==> config.mk <==
export PLATFORM = sky130hd
export DESIGN_NAME = dswb_top
export DESIGN_NICKNAME = d
export VERILOG_FILES = /design/src/shared/dswb_pkg.sv /design/src/verilog/dswb_top.sv
export SDC_FILE = /design/constraint.sdc
export NUM_CORES = 1
export LEC_CHECK = 0
export BUFFER_PORTS_ARGS = -buffer_cell sky130_fd_sc_hd__buf_4
export CAP_MARGIN = 20
export CORE_MARGIN = 4
export CORE_UTILIZATION = 45
export DETAILED_ROUTE_END_ITERATION = 7
export GPL_TIMING_DRIVEN = 0
export PLACE_DENSITY_LB_ADDON = 0.08
export RECOVER_POWER = 25
export SKIP_CTS_REPAIR_TIMING = 1
export SLEW_MARGIN = 20
export SYNTH_ARGS = -nofsm -noshare
export SYNTH_HDL_FRONTEND = slang
export SYNTH_SLANG_ARGS = --single-unit
==> constraint.sdc <==
create_clock -name core_clk -period 2 [get_ports core_clk]
set_input_delay 0.2 -clock core_clk [delete_from_list [all_inputs] [get_ports core_clk]]
set_output_delay 0.2 -clock core_clk [all_outputs]
set_load 0.05 [all_outputs]
==> src/shared/dswb_pkg.sv <==
package dswb_pkg;
    // Status word bit positions
    localparam int unsigned SW_CTRL_READY  = 0;
    localparam int unsigned SW_DRIVE_READY = 1;
    localparam int unsigned SW_ENABLE      = 2;
    localparam int unsigned SW_TRIP        = 3;
    localparam int unsigned SW_ON2         = 4;
    localparam int unsigned SW_ON3         = 5;
    localparam int unsigned SW_START_INH   = 6;
    localparam int unsigned SW_WARNING     = 7;
    localparam int unsigned SW_SPEED_MATCH = 8;
    localparam int unsigned SW_BUS_CTRL    = 9;
    localparam int unsigned SW_FREQ_OK     = 10;
    localparam int unsigned SW_IN_OPER     = 11;
    localparam int unsigned SW_AUTOSTART   = 12;
    localparam int unsigned SW_VOLT_EXC    = 13;
    localparam int unsigned SW_TORQ_EXC    = 14;
    localparam int unsigned SW_TIMER_EXC   = 15;

    // Command word bit positions
    localparam int unsigned CW_ON1        = 0;
    localparam int unsigned CW_ON2        = 1;
    localparam int unsigned CW_ON3        = 2;
    localparam int unsigned CW_RESET      = 7;
    localparam int unsigned CW_DATA_VALID = 10;

    localparam int unsigned WORD_W = 16;

    // Register map (byte offsets)
    localparam logic [7:0] ADDR_STATUS  = 8'h00;
    localparam logic [7:0] ADDR_COMMAND = 8'h04;
    localparam logic [7:0] ADDR_CONFIG  = 8'h08;

    localparam logic [15:0] WORD_ZERO    = 16'h0000;
    localparam logic [15:0] CMD_RESET_V  = 16'h0000;
    localparam logic        CFG_RESET_V  = 1'b1;
    localparam logic [15:0] CFG_MASK     = 16'h0001;
endpackage

==> src/verilog/dswb_top.sv <==
`timescale 1ns/1ns
// Functional notes
// - Bit0 ready unless off command or trip
// - Bit1 as bit0 plus power supplied
// - Bit2 set only when on and untripped
// - Bit3 trip latched until reset edge
// - Bit4 mirrors command bit 1
// - Bit5 mirrors command bit 2
// - Bit6 inhibit set on ack/off2/off3/power-up
// - Inhibit clears on bit0 low, 1,2,10 high
// - Bit7 follows any warning
// - Bit8 set when speed matches reference
// - Bit9 bus control unless stop key/local
// - Bit10 set when frequency within limits
// - Bit11 start present or frequency nonzero
// - Bit12 overload halt without trip
// - Bit13 DC link voltage out of range
// - Bit14 either torque limit exceeded
// - Bit15 either thermal timer over limit
// - Status word reported, master only reads
// - Command ignored while data-valid bit low
// - Link loss forces whole word zero
module dswb_top
    import dswb_pkg::*;
(
    // Clock and reset
    input  wire logic              core_clk,
    input  wire logic              nrst,
    // Register port
    input  wire logic [7:0]        reg_addr,
    input  wire logic [15:0]       reg_wdata,
    input  wire logic              reg_wr,
    input  wire logic              reg_rd,
    output logic      [15:0]       reg_rdata,
    // Supervision conditions, asynchronous to core_clk
    input  wire logic              trip_event,
    input  wire logic              power_supplied,
    input  wire logic              warning_any,
    input  wire logic              speed_at_ref,
    input  wire logic              panel_stop,
    input  wire logic              local_ref_site,
    input  wire logic              freq_in_limits,
    input  wire logic              start_cmd,
    input  wire logic              freq_nonzero,
    input  wire logic              overload_halt,
    input  wire logic              dc_volt_fault,
    input  wire logic              torque_exceeded,
    input  wire logic              thermal_exceeded,
    input  wire logic              link_lost,
    // Status outputs
    output logic      [15:0]       drive_status_word,
    output logic                   start_accepted
);
    localparam int unsigned NSYNC = 14;

    typedef struct packed {
        logic [NSYNC-1:0] s1;
        logic [NSYNC-1:0] s2;
        logic [NSYNC-1:0] s3;
        logic [NSYNC-1:0] filt;
        logic [15:0]      cmd;
        logic             profile_mode;
        logic             trip;
        logic             inhibit;
        logic             pwr_seen;
        logic             rst_prev;
        logic             on2_prev;
        logic             on3_prev;
        logic [15:0]      status;
        logic [15:0]      rdata;
    } dswb_state_t;

    dswb_state_t st_q;
    dswb_state_t st_d;

    function automatic logic cmd_on_all(input logic [15:0] w);
        cmd_on_all = w[CW_ON1] & w[CW_ON2] & w[CW_ON3];
    endfunction

    logic [NSYNC-1:0] raw_in;
    assign raw_in = {link_lost, thermal_exceeded, torque_exceeded, dc_volt_fault,
                     overload_halt, freq_nonzero, start_cmd, freq_in_limits,
                     local_ref_site, panel_stop, speed_at_ref, warning_any,
                     power_supplied, trip_event};

    logic f_trip;
    logic f_pwr;
    logic f_warn;
    logic f_speed;
    logic f_stop;
    logic f_local;
    logic f_freq;
    logic f_start;
    logic f_fnz;
    logic f_ovl;
    logic f_volt;
    logic f_torq;
    logic f_therm;
    logic f_lost;
    assign {f_lost, f_therm, f_torq, f_volt, f_ovl, f_fnz, f_start, f_freq,
            f_local, f_stop, f_speed, f_warn, f_pwr, f_trip} = st_q.filt;

    logic       cmd_wr;
    logic       cmd_valid;
    logic       rst_edge;
    logic       clr_inhibit;
    logic       set_inhibit;
    logic [15:0] word;

    assign cmd_wr    = reg_wr && (reg_addr == ADDR_COMMAND);
    // Invalid words are dropped so the last valid command keeps acting
    assign cmd_valid = cmd_wr && reg_wdata[CW_DATA_VALID];

    always_comb
    begin
        st_d = st_q;
        st_d.s1 = raw_in;
        st_d.s2 = st_q.s1;
        st_d.s3 = st_q.s2;
        // Held while stages two and three disagree, so a single-cycle glitch never reaches the word
        st_d.filt = (st_q.s2 & st_q.s3) | (st_q.filt & (st_q.s2 ^ st_q.s3));
        if (cmd_valid)
        begin
            st_d.cmd = reg_wdata;
        end
        if (reg_wr && (reg_addr == ADDR_CONFIG))
        begin
            st_d.profile_mode = |(reg_wdata & CFG_MASK);
        end

        st_d.rst_prev = st_q.cmd[CW_RESET];
        st_d.on2_prev = st_q.cmd[CW_ON2];
        st_d.on3_prev = st_q.cmd[CW_ON3];
        rst_edge = st_q.cmd[CW_RESET] && !st_q.rst_prev;

        // Trip latches; a fresh trip beats a simultaneous reset
        if (f_trip)
        begin
            st_d.trip = 1'b1;
        end
        else if (rst_edge)
        begin
            st_d.trip = 1'b0;
        end

        st_d.pwr_seen = f_pwr;
        set_inhibit = (rst_edge && st_q.trip)
                    || (!st_q.cmd[CW_ON2] && st_q.on2_prev)
                    || (!st_q.cmd[CW_ON3] && st_q.on3_prev)
                    || (f_pwr && !st_q.pwr_seen);
        clr_inhibit = !st_q.cmd[CW_ON1] && st_q.cmd[CW_ON2]
                    && st_q.cmd[CW_ON3] && st_q.cmd[CW_DATA_VALID];
        if (!st_q.profile_mode)
        begin
            st_d.inhibit = 1'b0;
        end
        else if (set_inhibit)
        begin
            st_d.inhibit = 1'b1;
        end
        else if (clr_inhibit)
        begin
            st_d.inhibit = 1'b0;
        end

        word = WORD_ZERO;
        word[SW_CTRL_READY]  = cmd_on_all(st_q.cmd) && !st_q.trip;
        word[SW_DRIVE_READY] = cmd_on_all(st_q.cmd) && !st_q.trip && f_pwr;
        word[SW_ENABLE]      = cmd_on_all(st_q.cmd) && !st_q.trip;
        word[SW_TRIP]        = st_q.trip;
        word[SW_ON2]         = st_q.cmd[CW_ON2];
        word[SW_ON3]         = st_q.cmd[CW_ON3];
        word[SW_START_INH]   = st_q.inhibit;
        word[SW_WARNING]     = f_warn;
        word[SW_SPEED_MATCH] = f_speed;
        word[SW_BUS_CTRL]    = !f_stop && !f_local;
        word[SW_FREQ_OK]     = f_freq;
        word[SW_IN_OPER]     = f_start || f_fnz;
        word[SW_AUTOSTART]   = f_ovl && !st_q.trip;
        word[SW_VOLT_EXC]    = f_volt;
        word[SW_TORQ_EXC]    = f_torq;
        word[SW_TIMER_EXC]   = f_therm;
        // One register for all bits keeps the snapshot coherent
        st_d.status = f_lost ? WORD_ZERO : word;

        st_d.rdata = WORD_ZERO;
        if (reg_rd)
        begin
            case (reg_addr)
                ADDR_STATUS:  st_d.rdata = st_q.status;
                ADDR_COMMAND: st_d.rdata = st_q.cmd;
                ADDR_CONFIG:  st_d.rdata = {15'h0000, st_q.profile_mode};
                default:      st_d.rdata = WORD_ZERO;
            endcase
        end
    end

    always_ff @(posedge core_clk or negedge nrst)
    begin
        if (!nrst)
        begin
            st_q              <= '0;
            st_q.cmd          <= CMD_RESET_V;
            st_q.profile_mode <= CFG_RESET_V;
        end
        else
        begin
            st_q <= st_d;
        end
    end

    assign drive_status_word = st_q.status;
    assign reg_rdata         = st_q.rdata;
    // Start refused while tripped or inhibited
    assign start_accepted    = cmd_on_all(st_q.cmd) && !st_q.trip && !st_q.inhibit;

    // Assertions
    a_link_zero: assert property (@(posedge core_clk) disable iff (!nrst)
        f_lost |=> (drive_status_word == WORD_ZERO))
        else $error("status word not zero after link loss");
    a_trip_hold: assert property (@(posedge core_clk) disable iff (!nrst)
        (st_q.trip && !rst_edge) |=> st_q.trip)
        else $error("trip dropped without reset");
    a_on2_mirror: assert property (@(posedge core_clk) disable iff (!nrst)
        !f_lost |=> (drive_status_word[SW_ON2] == $past(st_q.cmd[CW_ON2])))
        else $error("bit4 does not mirror command bit1");
    a_on3_mirror: assert property (@(posedge core_clk) disable iff (!nrst)
        !f_lost |=> (drive_status_word[SW_ON3] == $past(st_q.cmd[CW_ON3])))
        else $error("bit5 does not mirror command bit2");
    a_ready_off: assert property (@(posedge core_clk) disable iff (!nrst)
        (!cmd_on_all(st_q.cmd) || st_q.trip) |=> !drive_status_word[SW_CTRL_READY])
        else $error("bit0 set while off or tripped");
    a_drive_ready: assert property (@(posedge core_clk) disable iff (!nrst)
        drive_status_word[SW_DRIVE_READY] |-> drive_status_word[SW_CTRL_READY])
        else $error("bit1 set without bit0");
    a_enable_bit: assert property (@(posedge core_clk) disable iff (!nrst)
        drive_status_word[SW_ENABLE] |-> !drive_status_word[SW_TRIP])
        else $error("bit2 set while tripped");
    a_invalid_ign: assert property (@(posedge core_clk) disable iff (!nrst)
        (cmd_wr && !reg_wdata[CW_DATA_VALID]) |=> $stable(st_q.cmd))
        else $error("invalid command word taken");
    a_inh_clear: assert property (@(posedge core_clk) disable iff (!nrst)
        (clr_inhibit && !set_inhibit) |=> !st_q.inhibit)
        else $error("inhibit not cleared");
    a_inh_set: assert property (@(posedge core_clk) disable iff (!nrst)
        (st_q.profile_mode && set_inhibit) |=> st_q.inhibit)
        else $error("inhibit not set");
    a_oper_bit: assert property (@(posedge core_clk) disable iff (!nrst)
        (!f_lost && (f_start || f_fnz)) |=> drive_status_word[SW_IN_OPER])
        else $error("bit11 not set while operating");
    a_read_data: assert property (@(posedge core_clk) disable iff (!nrst)
        (reg_rd && reg_addr == ADDR_STATUS) |=> (reg_rdata == $past(st_q.status)))
        else $error("status read mismatch");
    a_rd_command: assert property (@(posedge core_clk) disable iff (!nrst)
        (reg_rd && reg_addr == ADDR_COMMAND) |=> (reg_rdata == $past(st_q.cmd)))
        else $error("command read mismatch");
    a_rd_unmapped: assert property (@(posedge core_clk) disable iff (!nrst)
        (reg_rd && (reg_addr != ADDR_STATUS) && (reg_addr != ADDR_COMMAND)
            && (reg_addr != ADDR_CONFIG)) |=> (reg_rdata == WORD_ZERO))
        else $error("unmapped read not zero");
    a_rdata_idle: assert property (@(posedge core_clk) disable iff (!nrst)
        !reg_rd |=> (reg_rdata == WORD_ZERO))
        else $error("read data not zero without read");

    a_ready_set: assert property (@(posedge core_clk) disable iff (!nrst)
        (!f_lost && cmd_on_all(st_q.cmd) && !st_q.trip) |=> drive_status_word[SW_CTRL_READY])
        else $error("bit0 not set while ready");
    a_power_ready: assert property (@(posedge core_clk) disable iff (!nrst)
        (!f_lost && cmd_on_all(st_q.cmd) && !st_q.trip && f_pwr)
            |=> drive_status_word[SW_DRIVE_READY])
        else $error("bit1 not set while powered and ready");
    a_power_gone: assert property (@(posedge core_clk) disable iff (!nrst)
        !f_pwr |=> !drive_status_word[SW_DRIVE_READY])
        else $error("bit1 set without power");
    a_enable_set: assert property (@(posedge core_clk) disable iff (!nrst)
        (!f_lost && cmd_on_all(st_q.cmd) && !st_q.trip) |=> drive_status_word[SW_ENABLE])
        else $error("bit2 not set while enabled");
    a_enable_off: assert property (@(posedge core_clk) disable iff (!nrst)
        (!cmd_on_all(st_q.cmd) || st_q.trip) |=> !drive_status_word[SW_ENABLE])
        else $error("bit2 set while off or tripped");

    a_trip_set: assert property (@(posedge core_clk) disable iff (!nrst)
        f_trip |=> st_q.trip)
        else $error("trip not latched");
    a_trip_clear: assert property (@(posedge core_clk) disable iff (!nrst)
        (rst_edge && !f_trip) |=> !st_q.trip)
        else $error("trip not cleared by reset");
    a_trip_bit: assert property (@(posedge core_clk) disable iff (!nrst)
        (!f_lost && st_q.trip) |=> drive_status_word[SW_TRIP])
        else $error("bit3 not set while tripped");
    a_trip_refuse: assert property (@(posedge core_clk) disable iff (!nrst)
        st_q.trip |-> !start_accepted)
        else $error("start accepted while tripped");
    a_inh_refuse: assert property (@(posedge core_clk) disable iff (!nrst)
        st_q.inhibit |-> !start_accepted)
        else $error("start accepted while inhibited");
    a_inh_profile: assert property (@(posedge core_clk) disable iff (!nrst)
        !st_q.profile_mode |=> !st_q.inhibit)
        else $error("inhibit set outside profile mode");
    a_valid_take: assert property (@(posedge core_clk) disable iff (!nrst)
        cmd_valid |=> (st_q.cmd == $past(reg_wdata)))
        else $error("valid command word not taken");

    // Level bits trail their filtered input by one cycle
    a_warn_set: assert property (@(posedge core_clk) disable iff (!nrst)
        (!f_lost && f_warn) |=> drive_status_word[SW_WARNING])
        else $error("bit7 not set on warning");
    a_warn_clear: assert property (@(posedge core_clk) disable iff (!nrst)
        !f_warn |=> !drive_status_word[SW_WARNING])
        else $error("bit7 set without warning");
    a_speed_set: assert property (@(posedge core_clk) disable iff (!nrst)
        (!f_lost && f_speed) |=> drive_status_word[SW_SPEED_MATCH])
        else $error("bit8 not set at reference");
    a_speed_clear: assert property (@(posedge core_clk) disable iff (!nrst)
        !f_speed |=> !drive_status_word[SW_SPEED_MATCH])
        else $error("bit8 set while deviating");
    a_bus_set: assert property (@(posedge core_clk) disable iff (!nrst)
        (!f_lost && !f_stop && !f_local) |=> drive_status_word[SW_BUS_CTRL])
        else $error("bit9 not set under bus control");
    a_bus_clear: assert property (@(posedge core_clk) disable iff (!nrst)
        (f_stop || f_local) |=> !drive_status_word[SW_BUS_CTRL])
        else $error("bit9 set while local");
    a_freq_set: assert property (@(posedge core_clk) disable iff (!nrst)
        (!f_lost && f_freq) |=> drive_status_word[SW_FREQ_OK])
        else $error("bit10 not set within limits");
    a_freq_clear: assert property (@(posedge core_clk) disable iff (!nrst)
        !f_freq |=> !drive_status_word[SW_FREQ_OK])
        else $error("bit10 set outside limits");
    a_oper_clear: assert property (@(posedge core_clk) disable iff (!nrst)
        (!f_start && !f_fnz) |=> !drive_status_word[SW_IN_OPER])
        else $error("bit11 set while not turning");

    a_ovl_set: assert property (@(posedge core_clk) disable iff (!nrst)
        (!f_lost && f_ovl && !st_q.trip) |=> drive_status_word[SW_AUTOSTART])
        else $error("bit12 not set on overload halt");
    a_ovl_trip: assert property (@(posedge core_clk) disable iff (!nrst)
        st_q.trip |=> !drive_status_word[SW_AUTOSTART])
        else $error("bit12 set while tripped");
    a_ovl_clear: assert property (@(posedge core_clk) disable iff (!nrst)
        !f_ovl |=> !drive_status_word[SW_AUTOSTART])
        else $error("bit12 set after overload ended");
    a_volt_set: assert property (@(posedge core_clk) disable iff (!nrst)
        (!f_lost && f_volt) |=> drive_status_word[SW_VOLT_EXC])
        else $error("bit13 not set on voltage fault");
    a_volt_clear: assert property (@(posedge core_clk) disable iff (!nrst)
        !f_volt |=> !drive_status_word[SW_VOLT_EXC])
        else $error("bit13 set without voltage fault");
    a_torq_set: assert property (@(posedge core_clk) disable iff (!nrst)
        (!f_lost && f_torq) |=> drive_status_word[SW_TORQ_EXC])
        else $error("bit14 not set over torque limit");
    a_torq_clear: assert property (@(posedge core_clk) disable iff (!nrst)
        !f_torq |=> !drive_status_word[SW_TORQ_EXC])
        else $error("bit14 set below torque limits");
    a_therm_set: assert property (@(posedge core_clk) disable iff (!nrst)
        (!f_lost && f_therm) |=> drive_status_word[SW_TIMER_EXC])
        else $error("bit15 not set on thermal timer");
    a_therm_clear: assert property (@(posedge core_clk) disable iff (!nrst)
        !f_therm |=> !drive_status_word[SW_TIMER_EXC])
        else $error("bit15 set without thermal timer");

    c_trip_seen:   cover property (@(posedge core_clk) disable iff (!nrst) st_q.trip);
    c_trip_reset:  cover property (@(posedge core_clk) disable iff (!nrst)
        st_q.trip ##1 !st_q.trip);
    c_inh_cleared: cover property (@(posedge core_clk) disable iff (!nrst)
        st_q.inhibit ##1 !st_q.inhibit);
    c_ready:       cover property (@(posedge core_clk) disable iff (!nrst)
        drive_status_word[SW_DRIVE_READY]);
    c_profile_off: cover property (@(posedge core_clk) disable iff (!nrst) !st_q.profile_mode);

endmodule // dswb_top

==> results of run 1 <==
[power breakdown]
part | total (W) | internal, W | switching, W
clock | 0.00131 | 0.000589 | 0.000721
sequential | 0.00240 | 0.00234 | 0.0000590
combinational | 0.000415 | 0.000198 | 0.000217
total | 0.00412 | 0.00312 | 0.000996
[cell families after synthesis]
| family | Yosys count | synth area share (%) |
|---|---|---|
| flops | 110 | 68.85 |
| simple gates | 45 | 6.631 |
| buf+inv | 39 | 6.944 |
| mux | 32 | 9.353 |
| compound gates | 20 | 3.848 |
| fa+ha+maj | 14 | 4.379 |
[state kept, by name (all words and copies together) (netlist names), 15 cells and up]
| register | flops |
|---|---|
| st_q | 34 |
| st_d | 31 |
| drive_status_word | 15 |
| reg_rdata | 16 |
[cells in the final DEF, fill, tap and decap left out, types with 2 or more instances in the layout]
cell           Yosys  routed
mux2_2             7       7
ha_1              14      14
nand2b_1           2       2
dfrtp_1          109     109
a21o_1            15      15
mux2i_1           16      16
nor3_1             3       3
dlygate4sd3_1      0      14
buf_4             32      90
clkbuf_8           0       9
clkbuf_4           0      15
clkbuf_1           1       2
inv_1              2       2
nor2_1            20      20
buf_2              3       3
mux2_4             9       9
inv_6              0       2
nor2b_1           11      11
[how the worst min path moves through the flow]
stage,startpoint,to,cells past startpoint
2_1_floorplan,nrst,drive_status_word[10],0
3_3_place_gp,start_cmd,st_d[90],1
3_5_place_dp,freq_nonzero,st_d[91],1
4_1_cts,overload_halt,st_d[92],1
5_1_grt,reg_wdata[8],st_q[47],2
6_report,reg_wdata[9],st_q[48],2
[layer usage]
| metal | wire, um | track usage (%) |
|---|---|---|
| met5 | 0 | 0 |
| met4 | 106 | 5.954 |
| met3 | 411 | 3.754 |
| met2 | 3027 | 20.14 |
| met1 | 2855 | 17.50 |
[through the flow]
| step | hold WS (ns) | power, W | instance area (um^2) | utilization [%] |
|---|---|---|---|---|
| CTS | -0.08453 | 0.004180 | 4883 | 56.27 |
| global placement | 0.3095 | 0.002834 | 4683 | 53.96 |
| detailed placement | 0.3103 | 0.002846 | 4687 | 54.01 |
| finish | 0.06696 | 0.004120 | 5020 | 57.84 |
| global route | 0.04141 | 0.004337 | 5020 | 57.84 |
| floorplan | -0.09559 | 0.002656 | 4000 | - |
[worst max-delay path, stage by stage (launching register included)]
cell and delay, ns:
dfrtp_1 0.46, nand3_1 0.12, nor3_1 0.20, buf_4 0.24
[cell type report]
class | count | share of cell area [%]
inverters | 2 | 0.1496
plain buffers | 37 | 5.384
clock buffers | 10 | 2.542
clock inverters | 6 | 1.371
flip-flops and latches | 110 | 54.86
well taps | 108 | 2.692
repair buffers | 87 | 13.71
multi-input cells | 111 | 19.29
==> results.py, run 1 <==
metrics = {
    "status": {
        "status": "finished, final reports clean",
    },
    "synth": {
        "synth_top_cell_area_share_pct": 68.19,
        "yosysWarnings": 0,
        "ys_top_cells_by_count": "dfrtp_1 (109), buf_4 (32), nor2_1 (20), mux2i_1 (16), a21o_1 (15)",
        "ys_types": 30,
        "synth_edf_count": 0,
        "syn_nets": 316,
        "syn_avg_cell_area_um2": 15.38,
        "synthFlopType": "dfrtp_1",
        "synth_top_area_cell": "dfrtp_1",
        "syn_area_mm2": 0.004000,
        "synth_seq_area_share_pct": 68.85,
        "netlist_instances": 260,
        "synth-async-reset-ratio_pct": 100.0,
        "synth_area_leaders": "dfrtp_1 (68%), buf_4 (6.0%), ha_1 (4.4%)",
        "ys_ff_latch": 110,
        "yosysMostFrequentCell": "dfrtp_1",
    },
    "critical_path": {
        "r2r_start": "f_lost",
        "crit_path_end_kind": "output pin",
        "rrSetupSlack_ns": 0.83,
        "r2r-end": "drive_status_word[12]",
        "ff2ff_path_depth": 2,
        "cp-start-kind": "register",
        "crit_required_ns": 1.80,
        "crit_end": "start_accepted",
        "cp.arrival_ns": 1.37,
        "crit_type": "reg -> out",
        "cp-startpoint": "st_d[32]",
        "cp_max_fo": 6,
    },
    "routing": {
        "ant_nets": 0,
        "drc": 0,
        "drt-pass1-iter-count": 4,
        "drt-total-wl_um": 6400,
        "drtIter0Drc": 56,
        "vias": 2137,
        "via_per_inst": 4.537,
        "post_drt_wl_per_cell_um": 13.59,
    },
    "placed_design": {
        "dpl.cell_count": 441,
        "io_buffers": 73,
        "dp_hpwl_um": 4253,
        "gp_congestion": 0.6890,
        "pre_cts_slack_ns": 0.3790,
    },
    "die": {
        "initial_core_util_pct": 46.09,
        "die_x_um": 102.3,
        "die_y_um": 102.3,
        "fp.dieArea_mm2": 0.01046,
        "fp-row-count": 34,
        "core_area_mm2": 0.008678,
        "ioPinCount": 75,
    },
    "sta": {
        "clock_skew_ns": 0.008409,
        "drv_slew": 0,
        "setup_tns_ns": 0,
        "layout_min_cycle_time_ns": 1.570,
        "fin_ws_ns": 0.4298,
        "tightest_slew_ns": 1.445,
        "timing.slew.headroom_pct": 3.680,
        "finalCritPeriodShare_pct": 78.51,
        "max_freq_mhz": 636.9,
        "finalHoldViolCount": 0,
        "finalSetupViolations": 0,
        "rsz0062_at_grt": "false",
    },
    "power_and_ir_drop": {
        "power.leakage_nw": 2.629,
        "power_density_mw_per_mm2": 820.7,
        "ir_drop_mv": 0.5063,
    },
    "clock_network": {
        "clock_latency_ns": 0.36,
        "cts_tree": "done",
        "cts_max_level": 3,
        "numCtsBuffers": 9,
        "cts.clk_slew.worst_paths_ns": 0.10,
        "clkSinkCount": 110,
        "clockBufferDepth": 2,
        "cts_root_buf": "clkbuf_8",
    },
    "layout": {
        "regArea_mm2": 0.002754,
        "fin_cells": 471,
        "nNetsFinal": 414,
        "fill_cells": 739,
        "area_growth_pct": 25.49,
        "antennaDiodeCount": 0,
        "multi_input_area_um2": 968.4,
        "drive_gt1_share_pct": 39.39,
    },
    "global_route": {
        "grt_max_degree": 111,
        "grt-ovfl-total": 0,
        "grt_pass1_wl_um": 10310,
        "track_usage_pct": 13.15,
        "grt_pass1_vias": 2055,
        "antenna_found_initial": 0,
    },
    "flow_run": {
        "drv_cap": 0,
    },
    "worst_hold_path": {
        "min_path_type": "in -> reg",
    },
}
Note: power is estimated with default switching activity, not from simulation.
==> inputs of run 2 (changes only) <==
Settings changed: ABC_AREA set to 1.
Clock period 2 ns to 1.4 ns, I/O delays scaled along.
==> run 2 against run 1 <==
Net effect:
- the run now ends with setup timing left
- clock-buffer cell count grew 2
- clock power rose by 55%
- register-to-register slack got worse by 0.69 ns
- sequential cell count unchanged
- final area increased by 6.3%
- total power grew 47%
- synthesized cell count grew 38%
- global-route usage rose by 0.95 points
- area after synthesis is 6.5% higher
- critical path depth rose by 2
- sequential power rose by 42%
- combinational power grew 47%
==> results.py, run 2 <==
metrics = {
    "status": {
        "status": "finished, violations left",
        "violations": "setup timing",
    },
    "synth": {
        "synth_top_cell_area_share_pct": 64.04,
        "syn_nets": 416,
        "synth-async-reset-ratio_pct": 100.0,
        "ys_top_cells_by_count": "dfrtp_1 (109), inv_1 (43), nand2_1 (42), buf_4 (32), nor2_1 (30)",
        "synthFlopType": "dfrtp_1",
        "synth_edf_count": 0,
        "syn_area_mm2": 0.004259,
        "syn_avg_cell_area_um2": 11.83,
        "ys_types": 25,
        "yosysWarnings": 0,
        "synth_top_area_cell": "dfrtp_1",
        "ys_ff_latch": 110,
        "yosysMostFrequentCell": "dfrtp_1",
        "synth_area_leaders": "dfrtp_1 (64%), buf_4 (5.6%), ha_1 (4.1%)",
        "synth_seq_area_share_pct": 64.66,
        "netlist_instances": 360,
    },
    "critical_path": {
        "path_cells": "nand2_1 -> inv_1 -> nand3_2 -> nor2_4 -> buf_6",
        "cp_max_fo": 5,
        "cp.arrival_ns": 1.31,
        "max_stage_delay_ns": 0.41,
        "cp-start-kind": "register",
        "crit_type": "reg -> out",
        "cpMaxStageDelayCell": "dfrtp_2",
        "crit_path_end_kind": "output pin",
        "crit_required_ns": 1.26,
    },
    "routing": {
        "drt-total-wl_um": 7397,
        "via_per_inst": 4.336,
        "vias": 2584,
        "drtIter0Drc": 92,
        "drt-pass1-iter-count": 4,
        "ant_nets": 0,
        "post_drt_wl_per_cell_um": 12.41,
        "drc": 0,
    },
    "layout": {
        "fill_cells": 780,
        "antennaDiodeCount": 0,
        "fin_cells": 596,
        "regMostFlops": "st_q",
        "area_growth_pct": 25.32,
        "nNetsFinal": 519,
        "final_common_cell": "dfrtp_1",
        "multi_input_area_um2": 998.5,
        "final_area_mm2": 0.005338,
        "drive_gt1_share_pct": 35.55,
        "largest_register_ffs": 34,
        "regArea_mm2": 0.002756,
        "layout_common_cells": "dfrtp_1 (107), buf_4 (91), nand2_1 (47)",
    },
    "power_and_ir_drop": {
        "ir_drop_mv": 0.6115,
        "fin_total_pwr_w": 0.006056,
        "power.leakage_nw": 2.783,
        "power_density_mw_per_mm2": 1134,
    },
    "die": {
        "ioPinCount": 75,
        "die_x_um": 105.3,
        "core_area_mm2": 0.009240,
        "fp.dieArea_mm2": 0.01108,
        "initial_core_util_pct": 46.09,
        "fp-row-count": 35,
        "die_y_um": 105.3,
    },
    "sta": {
        "timing.slew.headroom_pct": 34.00,
        "drv_slew": 0,
        "finalHoldViolCount": 0,
        "rsz0062_at_grt": "true",
        "max_freq_mhz": 688.4,
        "layout_min_cycle_time_ns": 1.453,
        "finalSetupViolations": 1,
        "finalCritPeriodShare_pct": 103.8,
        "hold_ws_ns": 0.02896,
        "clock_skew_ns": 0.008298,
        "tightest_slew_ns": 0.9900,
        "fin_ws_ns": -0.05273,
    },
    "clock_network": {
        "cts.clk_slew.worst_paths_ns": 0.09,
        "clkSinkCount": 110,
        "clock_latency_ns": 0.35,
        "numCtsBuffers": 9,
        "cts_max_level": 3,
        "cts_tree": "done",
        "cts_root_buf": "clkbuf_8",
        "clockBufferDepth": 2,
    },
    "placed_design": {
        "place_area_mm2": 0.004980,
        "dp_hpwl_um": 5111,
        "dpl.cell_count": 563,
        "io_buffers": 74,
        "gp_congestion": 0.7992,
    },
    "global_route": {
        "track_usage_pct": 14.10,
        "grt_max_degree": 111,
        "grt_pass1_vias": 2537,
        "grt-ovfl-total": 0,
        "antenna_found_initial": 0,
        "grt_pass1_wl_um": 12250,
    },
    "worst_hold_path": {
        "min_path_type": "in -> reg",
    },
    "flow_run": {
        "drv_cap": 0,
    },
}
-- run 2: layout make-up --
cell class / count / area share, %
Buffer: 39 / 5.720
Tap cell: 129 / 3.024
Clock inverter: 3 / 1.289
Timing Repair Buffer: 92 / 13.64
Inverter: 46 / 3.258
Sequential cell: 110 / 51.64
Clock buffer: 12 / 2.719
Multi-Input combinational cell: 165 / 18.71
-- run 2: logic make-up (layout without fill, tap and decap cells) --
kind of cell,count (synthesis),in the layout,synth area share [%]
buf+inv,85,192,11.22
simple gates,111,111,12.63
fa+ha+maj,14,14,4.113
compound gates,40,40,7.374
flops,110,110,64.66
-- run 2: path summary, 6_finish.rpt --
path	from	end	slack (ns)	cells past startpoint
setup / recovery	st_d[33]	start_accepted	-0.05	5
hold / removal	reg_wdata[5]	st_q[44]	0.03	3
setup reg to reg	f_lost	drive_status_word[5]	0.14	3
hold reg to reg	st_d[93]	st_d[79]	0.35	0
max in group asynchronous	nrst	st_d[33]	0.17	2
min in group asynchronous	nrst	st_q[73]	0.44	2
-- run 2: metrics by stage --
stage | setup TNS [ns] | util, % | setup slack (ns)
5_1_grt | -0.1423 | 57.77 | -0.1371
3_3_place_gp | -0.1150 | 53.85 | -0.01902
3_5_place_dp | -0.5131 | 53.89 | -0.06640
2_1_floorplan | 0 | - | 0.005481
6_report | -0.05273 | 57.77 | -0.05273
4_1_cts | -0.9715 | 56.21 | -0.2720
-- run 2: critical path: cells and delay by family (launching register included) --
kind	cells	cell delay (ns)
buffers and inverters	2	0.24
DFF	1	0.41
and+or+nand+nor	3	0.32
-- run 2: power by group --
part / internal (W) / switching, W
clock: 0.00105 / 0.000977
combinational: 0.000268 / 0.000344
sequential: 0.00334 / 0.0000775
total: 0.00466 / 0.00140
-- run 2: metal layers --
layer | vias to the layer above | routed length, um | global-route usage, %
li1 | 1288 | - | -
met1 | 1224 | 3475 | 19.57
met2 | 61 | 3421 | 21.54
met3 | 11 | 384 | 3.246
met4 | 0 | 117 | 5.623
met5 | - | 0 | 0
